File: src/dacr_pkg.sv
// Purpose: shared constants and types for the dual-channel readout block
// Assumes: ref_clk at 100 MHz
// Notes:   conversion count derived from times in ns; SYNC_LAT given in cycles
package dacr_pkg;
    localparam int RES_W         = 16;
    localparam int PAIRS         = RES_W / 2;
    localparam int PAIR_CNT_W    = 4;
    localparam int CLK_PERIOD_NS = 10;
    localparam int CONV_MAX_NS   = 422;
    // pin synchroniser and edge detect delay the start of conversion
    localparam int SYNC_LAT      = 3;
    // longest time rounds down; sync latency taken out of the budget
    localparam int CONV_CYCLES   = CONV_MAX_NS / CLK_PERIOD_NS - SYNC_LAT;
    localparam int CONV_CNT_W    = 6;
    localparam int FIFO_DEPTH    = 4;
    localparam logic [RES_W-1:0] RESULT_RST = 16'h0000;

    typedef enum logic {PH_ACQUIRE, PH_CONVERT} dacr_phase_t;

    typedef struct packed {
        logic [RES_W-1:0] chanA;
        logic [RES_W-1:0] chanB;
    } dacr_result_t;
endpackage

File: src/dacr_top.sv
// Purpose: conversion control and serial readout, dual 16-bit converter
// Assumes: host drives chip select and serial clock; both are pins
// Notes:   core codes arrive offset binary on ref_clk
`timescale 1ns/1ps
`default_nettype none

module dacr_fifo #(
    parameter int WIDTH = 32,
    parameter int DEPTH = 4
) (
    // clock and reset
    input  wire logic             ref_clk,
    input  wire logic             arst_n,
    // fill side
    input  wire logic             inVld,
    output logic                  inRdy,
    input  wire logic [WIDTH-1:0] inData,
    // drain side
    output logic                  outVld,
    input  wire logic             outRdy,
    output logic      [WIDTH-1:0] outData
);
    localparam int AW = $clog2(DEPTH);
    logic [WIDTH-1:0] mem_ff [DEPTH];
    logic [AW-1:0]    wrPtr_ff;
    logic [AW-1:0]    rdPtr_ff;
    logic [AW:0]      count_ff;
    logic             doPush;
    logic             doPop;

    assign inRdy   = (count_ff != (AW+1)'(DEPTH));
    assign outVld  = (count_ff != '0);
    assign outData = mem_ff[rdPtr_ff];
    assign doPush  = inVld && inRdy;
    assign doPop   = outVld && outRdy;

    always_ff @(posedge ref_clk) begin
        if (doPush) begin
            mem_ff[wrPtr_ff] <= inData;
        end
    end

    always_ff @(posedge ref_clk or negedge arst_n) begin
        if (!arst_n) begin
            wrPtr_ff <= '0;
            rdPtr_ff <= '0;
            count_ff <= '0;
        end else begin
            if (doPush) begin
                wrPtr_ff <= (wrPtr_ff == AW'(DEPTH-1)) ? '0 : wrPtr_ff + 1'b1;
            end
            if (doPop) begin
                rdPtr_ff <= (rdPtr_ff == AW'(DEPTH-1)) ? '0 : rdPtr_ff + 1'b1;
            end
            count_ff <= count_ff + (AW+1)'(doPush) - (AW+1)'(doPop);
        end
    end
endmodule

module dacr_top #(
    parameter int FIFO_DEPTH = dacr_pkg::FIFO_DEPTH
) (
    // clock and reset
    input  wire logic                        ref_clk,
    input  wire logic                        arst_n,
    // host pins
    input  wire logic                        csN,
    input  wire logic                        sclk,
    input  wire logic                        powerDown,
    // converter core codes, offset binary
    input  wire logic [dacr_pkg::RES_W-1:0]  codeA,
    input  wire logic [dacr_pkg::RES_W-1:0]  codeB,
    // serial data pins, enable low while driven
    output logic                             chanAUpperDataOut,
    output logic                             chanALowerDataOut,
    output logic                             chanBUpperDataOut,
    output logic                             chanBLowerDataOut,
    output logic                             dataOeN,
    // status
    output logic                             acquirePhase,
    output logic                             convertPhase,
    output logic                             conversionDoneInternal
);
    // pin synchronisers: stage 1 read only by stage 2
    logic [1:0] csMeta_ff;
    logic [1:0] sclkMeta_ff;
    logic [1:0] pdMeta_ff;
    logic       csSync_ff;
    logic       csPrev_ff;
    logic       sclkPrev_ff;
    logic       csRise;
    logic       csFall;
    logic       sclkRise;
    logic       pdSync;

    always_ff @(posedge ref_clk or negedge arst_n) begin
        if (!arst_n) begin
            csMeta_ff   <= 2'h3;
            sclkMeta_ff <= 2'h0;
            pdMeta_ff   <= 2'h0;
            csPrev_ff   <= 1'b1;
            sclkPrev_ff <= 1'b0;
        end else begin
            csMeta_ff   <= {csMeta_ff[0], csN};
            sclkMeta_ff <= {sclkMeta_ff[0], sclk};
            pdMeta_ff   <= {pdMeta_ff[0], powerDown};
            csPrev_ff   <= csMeta_ff[1];
            sclkPrev_ff <= sclkMeta_ff[1];
        end
    end

    assign csSync_ff = csMeta_ff[1];
    assign pdSync    = pdMeta_ff[1];
    assign csRise    = csSync_ff && !csPrev_ff;
    assign csFall    = !csSync_ff && csPrev_ff;
    assign sclkRise  = sclkMeta_ff[1] && !sclkPrev_ff && !csSync_ff;

    // conversion sequencer, timed by ref_clk only
    dacr_pkg::dacr_phase_t         phase_ff;
    logic [dacr_pkg::CONV_CNT_W-1:0] convCnt_ff;
    logic [dacr_pkg::RES_W-1:0]    heldA_ff;
    logic [dacr_pkg::RES_W-1:0]    heldB_ff;
    logic                          fifoInRdy;
    logic                          fifoOutVld;
    logic                          push;
    logic                          startConv;
    dacr_pkg::dacr_result_t        fifoIn;
    dacr_pkg::dacr_result_t        fifoOut;

    assign startConv = csRise && (phase_ff == dacr_pkg::PH_ACQUIRE)
                       && !pdSync;
    // a full buffer stalls completion rather than dropping a result
    assign push = (phase_ff == dacr_pkg::PH_CONVERT) && (convCnt_ff == '0)
                  && fifoInRdy && !pdSync;
    // flip the sign bit: offset binary to two's complement
    assign fifoIn.chanA = {~heldA_ff[15], heldA_ff[14:0]};
    assign fifoIn.chanB = {~heldB_ff[15], heldB_ff[14:0]};

    always_ff @(posedge ref_clk or negedge arst_n) begin
        if (!arst_n) begin
            phase_ff   <= dacr_pkg::PH_ACQUIRE;
            convCnt_ff <= '0;
            heldA_ff   <= dacr_pkg::RESULT_RST;
            heldB_ff   <= dacr_pkg::RESULT_RST;
        end else begin
            case (phase_ff)
                dacr_pkg::PH_ACQUIRE: begin
                    if (startConv) begin
                        phase_ff   <= dacr_pkg::PH_CONVERT;
                        convCnt_ff <= dacr_pkg::CONV_CNT_W'(
                                      dacr_pkg::CONV_CYCLES - 1);
                        heldA_ff   <= codeA;
                        heldB_ff   <= codeB;
                    end
                end
                dacr_pkg::PH_CONVERT: begin
                    if (pdSync || push) begin
                        phase_ff <= dacr_pkg::PH_ACQUIRE;
                    end else if (convCnt_ff != '0) begin
                        convCnt_ff <= convCnt_ff - 1'b1;
                    end
                end
                default: phase_ff <= dacr_pkg::PH_ACQUIRE;
            endcase
        end
    end

    always_ff @(posedge ref_clk or negedge arst_n) begin
        if (!arst_n) begin
            acquirePhase           <= 1'b1;
            convertPhase           <= 1'b0;
            conversionDoneInternal <= 1'b0;
        end else begin
            acquirePhase <= !startConv && (phase_ff == dacr_pkg::PH_ACQUIRE
                            || push || pdSync);
            convertPhase <= startConv || (phase_ff == dacr_pkg::PH_CONVERT
                            && !push && !pdSync);
            conversionDoneInternal <= push;
        end
    end

    // readout side drains only between frames, so in-frame results wait
    logic                   inFrame_ff;
    dacr_pkg::dacr_result_t latest_ff;

    dacr_fifo #(
        .WIDTH (2*dacr_pkg::RES_W),
        .DEPTH (FIFO_DEPTH)
    ) u_fifo (
        .ref_clk (ref_clk),
        .arst_n  (arst_n),
        .inVld   (push),
        .inRdy   (fifoInRdy),
        .inData  (fifoIn),
        .outVld  (fifoOutVld),
        .outRdy  (!inFrame_ff),
        .outData (fifoOut)
    );

    always_ff @(posedge ref_clk or negedge arst_n) begin
        if (!arst_n) begin
            latest_ff <= '0;
        end else if (fifoOutVld && !inFrame_ff) begin
            latest_ff <= fifoOut;
        end
    end

    // shift registers: bits [15:14] of each are the pin values
    logic [dacr_pkg::RES_W-1:0]      shA_ff;
    logic [dacr_pkg::RES_W-1:0]      shB_ff;
    logic [dacr_pkg::PAIR_CNT_W-1:0] pairCnt_ff;

    always_ff @(posedge ref_clk or negedge arst_n) begin
        if (!arst_n) begin
            inFrame_ff <= 1'b0;
            shA_ff     <= '0;
            shB_ff     <= '0;
            pairCnt_ff <= '0;
            dataOeN    <= 1'b1;
        end else if (csRise) begin
            inFrame_ff <= 1'b0;
            dataOeN    <= 1'b1;
        end else if (csFall) begin
            inFrame_ff <= 1'b1;
            dataOeN    <= 1'b0;
            shA_ff     <= latest_ff.chanA;
            shB_ff     <= latest_ff.chanB;
            pairCnt_ff <= 4'h1;
        end else if (sclkRise && inFrame_ff) begin
            // zeros fill in behind the last pair
            shA_ff <= {shA_ff[13:0], 2'b00};
            shB_ff <= {shB_ff[13:0], 2'b00};
            if (pairCnt_ff != 4'h9) begin
                pairCnt_ff <= pairCnt_ff + 1'b1;
            end
        end
    end

    assign chanAUpperDataOut = shA_ff[15];
    assign chanALowerDataOut = shA_ff[14];
    assign chanBUpperDataOut = shB_ff[15];
    assign chanBLowerDataOut = shB_ff[14];

    // a full buffer is the only legal stall, so it excuses the bound
    localparam int CONV_LIMIT = dacr_pkg::CONV_CYCLES + 1;
endmodule

`default_nettype wire

File: config.mk
export PLATFORM = sky130hd
export DESIGN_NAME = dacr_top
export DESIGN_NICKNAME = d
export VERILOG_FILES = /design/src/dacr_pkg.sv /design/src/dacr_top.sv
export SDC_FILE = /design/constraint.sdc
export NUM_CORES = 1
export LEC_CHECK = 0
export BUFFER_PORTS_ARGS = -buffer_cell sky130_fd_sc_hd__buf_2
export CELL_PAD_IN_SITES_DETAIL_PLACEMENT = 1
export CELL_PAD_IN_SITES_GLOBAL_PLACEMENT = 2
export CORE_ASPECT_RATIO = 1.2
export CORE_MARGIN = 5
export CORE_UTILIZATION = 39
export DETAILED_ROUTE_END_ITERATION = 16
export GPL_ROUTABILITY_DRIVEN = 0
export PLACE_DENSITY = 0.7
export SYNTH_ARGS = -nofsm -noshare
export SYNTH_HDL_FRONTEND = slang
export SYNTH_SLANG_ARGS = --single-unit
File: constraint.sdc
create_clock -name ref_clk -period 6.1 [get_ports ref_clk]
set_input_delay 1.525 -clock ref_clk [delete_from_list [all_inputs] [get_ports ref_clk]]
set_output_delay 1.525 -clock ref_clk [all_outputs]
set_load 0.02 [all_outputs]
==> impl_metrics.csv, run 1 <==
group,metric,value,unit
die,die_y,182.3,µm
final_layout,nNetsFinal,649,
synthesis,synth_nets,598,
hold_path,min_from,"pdMeta_ff[0]",
synthesis,yosysSeqAreaShare,0.7183,
grt,grt_overflow,0,
sta,relSlewSlack,0.2840,
grt,grt_max_degree,61,
place,postPlaceCellArea,10240,µm²
final_layout,antennaDiodeCount,0,
synthesis,synth_edf_count,128,
worst_setup_path,worst-r2r-setup-slack,3.35,ns
die,placementRows,63,
clock_tree,hold_buffers,0,
final_layout,final_cells,943,
status,outcome,"completed",
hold_path,min_path_type,"register to register",
grt,grt_pass1_wl,30200,µm
sta,finalHoldViolations,0,
worst_setup_path,cp_slowest_cell,"nor2_4",
drt,viasPerCell,4.946,
synthesis,yosys-top-cells-area,"edfxtp_1, dfrtp_1, mux4_2",
synthesis,yosysWarnings,0,
pwr,p_per_area,422.9,nW/µm²
clock_tree,cts_buffers,25,
place,dp_cells,898,
die,die_w,153.6,µm
final_layout,drive_above_1_share,0.2589,
pwr,p_leak,4.172,nW
clock_tree,cts_tree,"built",
drt,wl_per_cell,19.38,µm
drt,vias,4664,
synthesis,syn_area,9644,µm²
sta,worst_slew_pin_slew,1.071,ns
clock_tree,cts_root_buf,"clkbuf_16",
worst_setup_path,r2r-start,"u_fifo.count_ff[1]",
hold_path,holdPathEnd,"pdMeta_ff[1]",
worst_setup_path,crit_arrival,3.18,ns
sta,fin_skew,0.01307,ns
clock_tree,cts.repair.resized,0,
drt,routed_wl,18270,µm
synthesis,synth.most_common_cell,"edfxtp_1",
die,core_area,24510,µm²
synthesis,synth_ff_type,"edfxtp_1",
final_layout,final_area,11000,µm²
drt,dr.pass1.iters,4,
worst_setup_path,crit_family,"simple AND/OR/NAND/NOR gates",
worst_setup_path,r2r_cells,9,
synthesis,synth_top_area_frac,0.3985,
drt,ant_nets,0,
synthesis,ys_types,38,
sta,layout_min_cycle_time,2.746,ns
clock_tree,clkLatencyLatePin,0.51,ns
final_layout,fillers,2322,
sta,tns,0,ns
synthesis,syn_avg_cell_area,17.57,µm²
sta,rsz0062_at_grt,"false",
die,start_util,0.3934,
synthesis,synth_top_cell_by_area,"edfxtp_1",
pwr,peakVddDrop,184.1,µV
synthesis,ys_seq_elements,251,
drt,first_iter_violations,193,
place,dpl.hpwl,10760,µm
job,max_cap_viol_count,0,
drt,drc,0,
hold_path,hold_depth,0,
synthesis,async_flop_share,0.4900,
worst_setup_path,cp.required,6.54,ns
sta,max_freq,364.1,MHz
synthesis,synthCells,549,
place,port_buffers,44,
clock_tree,clk_pin_slew,0.06,ns
clock_tree,post_cts_buffers,0,
sta,finalMaxSlewViolations,0,
worst_setup_path,start_kind,"register",
sta,setup_violations,0,
clock_tree,cts.sink_count,251,
worst_setup_path,crit_chain,"nor3_1 -> nor2_4 -> ha_1 -> inv_1 -> ha_1 -> inv_1 -> fa_1 -> xnor2_1 -> xnor2_1",
die,dieArea,27990,µm²
worst_setup_path,critPathMaxStageDelay,0.81,ns
final_layout,syn2layout_area_growth,14.06,%
sta,fin_crit_sh,0.4502,
grt,grt_pass1_vias,5426,
worst_setup_path,crit_type,"register to register",
synthesis,ys_top_cells_by_count,"edfxtp_1, dfrtp_1, mux2_2, nand2_1, mux2_1",
grt,track_usage,0.1347,
clock_tree,clk_path_buf_depth,3,
die,pin_count,45,
worst_setup_path,worstSetupEndpointType,"register",
worst_setup_path,path_max_fanout,35,
worst_setup_path,regToRegEndpoint,"u_fifo.count_ff[2]",
clock_tree,cts_htree_levels,1,
worst_setup_path,worst-path-buf-inv,2,
grt,antenna_found_initial,0,
==> report_power, final <==
part           total, mW  switching (mW)  leakage [nW]  internal [mW]
sequential          2.39           0.272          2.63           2.12
combinational      0.818           0.346          1.17          0.472
clock               1.45           0.600         0.367          0.846
==> metrics by stage <==
stage | utilization | power [mW] | hold slack, ns | setup slack, ns
final | 0.4487 | 4.652 | 0.3490 | 3.354
after global routing | 0.4487 | 4.925 | 0.3558 | 3.140
after CTS | 0.4487 | 4.750 | 0.3501 | 3.270
after detailed placement | 0.4176 | 3.279 | 0.3363 | 3.294
after global placement | 0.4176 | 3.217 | 0.3376 | 3.393
after floorplan | - | 2.983 | 0.3312 | 3.546
==> cell usage in the layout, fill, tap and decap left out, types with 5 or more instances in the layout <==
cell	instances
edfxtp_1	128
dfrtp_1	116
buf_2	43
nand2_1	34
mux2_2	34
mux2_1	33
mux4_2	32
mux2i_1	28
o21ai_1	25
clkbuf_16	25
inv_1	14
ha_1	10
o21ai_0	9
clkinv_1	9
buf_4	9
clkbuf_1	8
nor2_1	7
and2_1	5
dfstp_2	5
==> routing by layer <==
| layer | vias to the layer above | track usage | part of all wire |
|---|---|---|---|
| met3 | 28 | 0.02230 | 0.035 |
| li1 | 2151 | - | - |
| met2 | 61 | 0.2386 | 0.52 |
| met1 | 2424 | 0.1707 | 0.42 |
| met4 | 0 | 0.03958 | 0.022 |
| met5 | - | 0 | 0 |
==> cell type report <==
cell class / count / area, µm² / share of cell area
well taps: 325 / 406.6 / 0.03697
clock buffers: 34 / 669.4 / 0.06085
clock inverters: 11 / 93.84 / 0.008530
multi-input cells: 256 / 2565 / 0.2332
repair buffers: 52 / 282.8 / 0.02571
inverters: 14 / 52.55 / 0.004777
flip-flops and latches: 251 / 6930 / 0.6300
==> state kept, by name (all words and copies together) (netlist names), 3 cells and up <==
signal           flops
u_fifo.mem_ff      128
heldB_ff            16
heldA_ff            16
convCnt_ff           6
shB_ff              16
latest_ff           32
shA_ff              16
u_fifo.count_ff      3
==> how the worst max path moves through the flow <==
stage	end	depth (start not counted)	slack, ns	from
global placement	u_fifo.count_ff[2]	9	3.39	u_fifo.count_ff[1]
detailed placement	u_fifo.count_ff[2]	9	3.29	u_fifo.count_ff[1]
floorplan	u_fifo.mem_ff[3][0]	7	3.55	convCnt_ff[0]
CTS	u_fifo.count_ff[2]	9	3.27	u_fifo.count_ff[1]
finish	u_fifo.count_ff[2]	9	3.35	u_fifo.count_ff[1]
global route	u_fifo.count_ff[2]	9	3.14	u_fifo.count_ff[1]
==> worst register-to-register path: stages (launching register included) <==
cell	delay, ns
dfrtp_1	0.42
nor3_1	0.10
nor2_4	0.81
ha_1	0.38
inv_1	0.07
ha_1	0.14
inv_1	0.05
fa_1	0.37
xnor2_1	0.18
xnor2_1	0.14
==> cell families after synthesis <==
family / synth area share
flops: 0.7183
mux: 0.1820
simple gates: 0.03360
compound gates: 0.02984
buf+inv: 0.01803
fa+ha+maj: 0.01635
xor+xnor: 0.001817
(Power assumes the default switching activity.)
==> inputs of run 2 (changes only) <==
Settings changed: PLACE_DENSITY 0.7 to 0.73.
Clock period 6.1 ns to 2.5 ns, I/O delays scaled along.
==> run 2 against run 1 <==
Wire length down 2.1%. Critical endpoint unchanged. Sequential share of layout area fell by 1.6 points. Cell area is 2.5% higher. Critical path depth is the same. First-iteration DRC count up 0.52%. Combinational power increased to 2.7 times the previous value. Count of clock-buffer cells in the layout up 3. Global-route usage down 0.37 points. Setup slack got worse by 3.2 ns. Via count is 1.4% higher. Utilization grew 1.1 points.
==> impl_metrics.csv, run 2 (synthesized netlist as in run 1, its figures left out) <==
group,metric,value,unit
place,dp_cells,905,
sta,fin_crit_sh,0.9293,
grt,globalRoute.busiestLayer,"met2",
final_layout,antennaDiodeCount,0,
final_layout,mostFrequentLayoutCells,"edfxtp_1, dfrtp_1, buf_2",
sta,relSlewSlack,0.6700,
worst_setup_path,start_kind,"register",
clock_tree,cts_root_buf,"clkbuf_16",
clock_tree,clk_path_buf_depth,3,
grt,grt_use_met3,0.01850,
sta,setup_violations,0,
worst_setup_path,r2r-start,"convCnt_ff[0]",
status,outcome,"completed",
drt,routed_wl,17880,µm
worst_setup_path,crit_arrival,2.77,ns
place,place_ws,0.1751,ns
sta,fin_skew,0.01220,ns
grt,track_usage,0.1310,
grt,antenna_found_initial,0,
drt,viasPerCell,4.958,
final_layout,final_cells,954,
place,postPlaceCellArea,10390,µm²
hold_path,min_from,"csN",
clock_tree,cts_buffers,26,
clock_tree,cts_htree_levels,1,
die,die_w,153.6,µm
final_layout,syn2layout_area_growth,16.96,%
sta,fin_ws,0.1768,ns
final_layout,final_core_util,0.4601,
grt,met1_usage,0.1637,
grt,grt_max_degree,79,
pwr,total_power,11.76,mW
sta,holdWs,0.2049,ns
job,max_cap_viol_count,0,
worst_setup_path,cp.required,2.94,ns
sta,max_freq,430.4,MHz
final_layout,largest_registers,"u_fifo.mem_ff (128), latest_ff (32)",
pwr,peakVddDrop,421.9,µV
drt,dr.pass1.iters,4,
final_layout,nNetsFinal,658,
pwr,p_leak,4.302,nW
pwr,p_per_area,1043,nW/µm²
sta,rsz0062_at_grt,"false",
clock_tree,clkLatencyLatePin,0.52,ns
hold_path,holdPathEnd,"csMeta_ff[0]",
clock_tree,clk_pin_slew,0.06,ns
drt,ant_nets,0,
die,core_area,24510,µm²
sta,worst_slew_pin_slew,0.4950,ns
grt,grt_pass1_vias,5436,
die,placementRows,63,
die,pin_count,45,
worst_setup_path,path_max_fanout,10,
die,dieArea,27990,µm²
worst_setup_path,r2r_cells,9,
final_layout,drive_above_1_share,0.2878,
clock_tree,cts_tree,"built",
drt,drc,0,
grt,grt_pass1_wl,29610,µm
sta,finalHoldViolations,0,
die,die_y,182.3,µm
worst_setup_path,regToRegEndpoint,"u_fifo.count_ff[2]",
grt,grt_overflow,0,
hold_path,hold_depth,1,
sta,tns,0,ns
place,port_buffers,44,
drt,vias,4730,
final_layout,final_common_cell,"edfxtp_1",
drt,wl_per_cell,18.75,µm
worst_setup_path,worstSetupEndpointType,"register",
final_layout,final_area,11280,µm²
final_layout,fillers,2344,
clock_tree,cts.sink_count,251,
final_layout,largest_reg_flops,128,
grt,use_met2,0.2381,
drt,first_iter_violations,194,
sta,finalMaxSlewViolations,0,
hold_path,min_path_type,"input pin to register",
worst_setup_path,crit_type,"register to register",
worst_setup_path,worst-r2r-setup-slack,0.18,ns
sta,layout_min_cycle_time,2.323,ns
place,dpl.hpwl,11300,µm
final_layout,regMostFlops,"u_fifo.mem_ff",
die,start_util,0.3934,
[run 2: cell types whose count changed in the layout (fill, tap and decap cells not counted), sizes merged]
cell         before  now
clkbuf           34   37
buf              52   59
clkinv            9    6
clkinvlp          0    2
dlygate4sd3       0    1
bufinv            2    3
[run 2: critical path, cell delays in order, from the launching register on]
cell and delay (ns):
dfrtp_1 0.45, inv_1 0.12, ha_1 0.20, and3_1 0.37, and3_1 0.22, ha_1 0.14, inv_1 0.05, fa_1 0.38
xnor2_1 0.19, xnor2_1 0.13
[run 2: area by class of cell]
type / count / area, µm² / area share
well taps: 325 / 406.6 / 0.03605
multi-input cells: 256 / 2570 / 0.2278
clock inverters: 11 / 132.6 / 0.01176
inverters: 14 / 52.55 / 0.004659
repair buffers: 60 / 445.4 / 0.03949
clock buffers: 37 / 743.2 / 0.06589
flip-flops and latches: 251 / 6929 / 0.6143
[run 2: worst max path at each step]
stage | from | end
after floorplan | u_fifo.count_ff[1] | u_fifo.count_ff[2]
after global placement | convCnt_ff[0] | u_fifo.count_ff[2]
after detailed placement | convCnt_ff[0] | u_fifo.count_ff[2]
after CTS | convCnt_ff[0] | u_fifo.count_ff[2]
after global routing | convCnt_ff[0] | u_fifo.count_ff[2]
final | convCnt_ff[0] | u_fifo.count_ff[2]
[run 2: layer usage]
layer	vias to the layer above	part of all wire	wire (µm)
met2	57	0.53	9522
met1	2470	0.42	7534
li1	2178	-	-
met5	-	0	0
met3	25	0.026	467
met4	0	0.020	359
[run 2: where the power goes]
part	internal [mW]	total (mW)	leakage [nW]	switching, mW
clock	2.37	3.89	0.424	1.51
sequential	5.16	5.70	2.64	0.540
combinational	1.20	2.17	1.24	0.972
[run 2: repair_timing]
action,in CTS,in global routing
endpoints found under the hold margin,6,0
hold buffers,1,0
endpoints found under the setup margin,0,0
buffers inserted,0,0
gates resized for setup,0,0
==> inputs of run 3 (changes only) <==
Settings changed: CTS_BUF_LIST set to sky130_fd_sc_hd__clkbuf_2 sky130_fd_sc_hd__clkbuf_4 sky130_fd_sc_hd__clkbuf_8.
==> run 3 against run 2 <==
Total power down 4.4%. Worst hold slack worse by 0.015 ns. Utilization is 0.36 points lower. Count of clock-buffer cells in the layout up 22. Register-to-register slack about the same. Clock skew increased by 0.011 ns. Final cell count is 2.8% higher. First-iteration DRC count decreased by 8.8%. Via count grew 1.5%. Wire length up 0.94%. Combinational power about the same. Critical path type unchanged. Highest routed layer unchanged.
==> impl_metrics.csv, run 3 (synthesized netlist as in run 1, its figures left out) <==
group,metric,value,unit
sta,max_freq,430.9,MHz
grt,track_usage,0.1333,
die,start_util,0.3934,
worst_setup_path,worst-path-buf-inv,2,
sta,fin_skew,0.02289,ns
worst_setup_path,start_kind,"register",
hold_path,min_path_type,"input pin to register",
final_layout,fillers,2372,
die,placementRows,63,
final_layout,regMostFlops,"u_fifo.mem_ff",
grt,grt_pass1_vias,5544,
worst_setup_path,cp_slowest_cell,"dfrtp_1",
worst_setup_path,crit_chain,"inv_1 -> ha_1 -> and3_1 -> and3_1 -> ha_1 -> inv_1 -> fa_1 -> xnor2_1 -> xnor2_1",
grt,grt_overflow,0,
pwr,p_per_area,1005,nW/µm²
final_layout,seq_area,6929,µm²
die,die_w,153.6,µm
drt,wl_per_cell,18.40,µm
final_layout,largest_registers,"u_fifo.mem_ff (128), latest_ff (32)",
sta,finalMaxSlewViolations,0,
place,postPlaceCellArea,10390,µm²
worst_setup_path,worstSetupEndpointType,"register",
die,core_area,24510,µm²
final_layout,nNetsFinal,673,
grt,grt_pass1_wl,29810,µm
final_layout,final_common_cell,"edfxtp_1",
sta,fin_crit_sh,0.9282,
clock_tree,cts_htree_levels,2,
worst_setup_path,path_max_fanout,10,
clock_tree,cts.sink_count,251,
final_layout,syn2layout_area_growth,16.03,%
sta,worst_slew_pin_slew,0.4993,ns
drt,ant_nets,0,
sta,finalHoldViolations,0,
grt,antenna_found_initial,0,
die,pin_count,45,
drt,routed_wl,18050,µm
sta,layout_min_cycle_time,2.321,ns
worst_setup_path,crit_arrival,2.77,ns
status,outcome,"completed",
die,die_y,182.3,µm
worst_setup_path,cp.required,2.95,ns
clock_tree,clkLatencyLatePin,0.53,ns
drt,viasPerCell,4.892,
final_layout,final_area,11190,µm²
sta,setup_violations,0,
final_layout,multi_input_area,2570,µm²
worst_setup_path,critPathMaxStageDelay,0.45,ns
worst_setup_path,crit_type,"register to register",
drt,vias,4799,
pwr,p_leak,4.299,nW
place,dpl.hpwl,11300,µm
clock_tree,clk_path_buf_depth,3,
worst_setup_path,crit_family,"adder cells",
clock_tree,cts_buffers,41,
drt,dr.pass1.iters,4,
final_layout,antennaDiodeCount,0,
clock_tree,cts_root_buf,"clkbuf_8",
drt,first_iter_violations,177,
sta,tns,0,ns
pwr,peakVddDrop,389.3,µV
job,max_cap_viol_count,0,
die,dieArea,27990,µm²
clock_tree,clk_pin_slew,0.06,ns
sta,rsz0062_at_grt,"false",
clock_tree,cts_tree,"built",
sta,relSlewSlack,0.6671,
final_layout,drive_above_1_share,0.3125,
drt,drc,0,
final_layout,largest_reg_flops,128,
clock_tree,cts.repair.resized,0,
final_layout,mostFrequentLayoutCells,"edfxtp_1, dfrtp_1, clkbuf_8",
place,port_buffers,44,
grt,grt_max_degree,79,
[run 3: per-stage QoR]
step           power, mW  worst slack [ns]  cells  hold slack, ns    util
2_1_floorplan      7.278            0.2307    549          0.3294       -
3_3_place_gp       7.871            0.3246    905          0.3332  0.4240
3_5_place_dp       8.047            0.1751    905          0.3412  0.4240
4_1_cts            11.50            0.1710    981          0.1472  0.4565
5_1_grt            11.94           0.01311    981          0.1532  0.4565
6_report           11.25            0.1795    981          0.1903  0.4565
[run 3: final timing paths]
check | end | depth (start not counted) | start | slack, ns
worst max-delay path | u_fifo.count_ff[2] | 9 | convCnt_ff[0] | 0.18
worst min-delay path | csMeta_ff[0] | 1 | csN | 0.19
worst max register to register | u_fifo.count_ff[2] | 9 | convCnt_ff[0] | 0.18
worst min register to register | pdMeta_ff[1] | 0 | pdMeta_ff[0] | 0.35
max in group asynchronous | u_fifo.rdPtr_ff[0] | 3 | arst_n | 1.35
min in group asynchronous | sclkMeta_ff[1] | 2 | arst_n | 0.47
[run 3: cell type report]
cell class | count | share of cell area
sequential | 251 | 0.6192
multi-input combinational | 256 | 0.2297
clock buffer | 59 | 0.06418
timing repair buffer | 60 | 0.03980
tap | 325 | 0.03634
clock inverter | 16 | 0.006149
inverter | 14 | 0.004696
[run 3: report_power, final]
| part | switching [mW] | total (mW) | leakage, nW | internal, mW |
|---|---|---|---|---|
| sequential | 0.538 | 5.70 | 2.64 | 5.17 |
| combinational | 0.981 | 2.18 | 1.24 | 1.20 |
| clock | 1.52 | 3.37 | 0.420 | 1.85 |
[run 3: metal layers]
layer	routed length (µm)	track usage	share of wire
met1	7395	0.1595	0.41
met2	9615	0.2400	0.53
met3	595	0.02894	0.033
met4	445	0.04205	0.025
met5	0	0	0
[run 3: what timing repair did]
action                    4_1_cts  5_1_grt
hold buffers                    1        0
buffers inserted                0        0
hold endpoints to repair        6        0
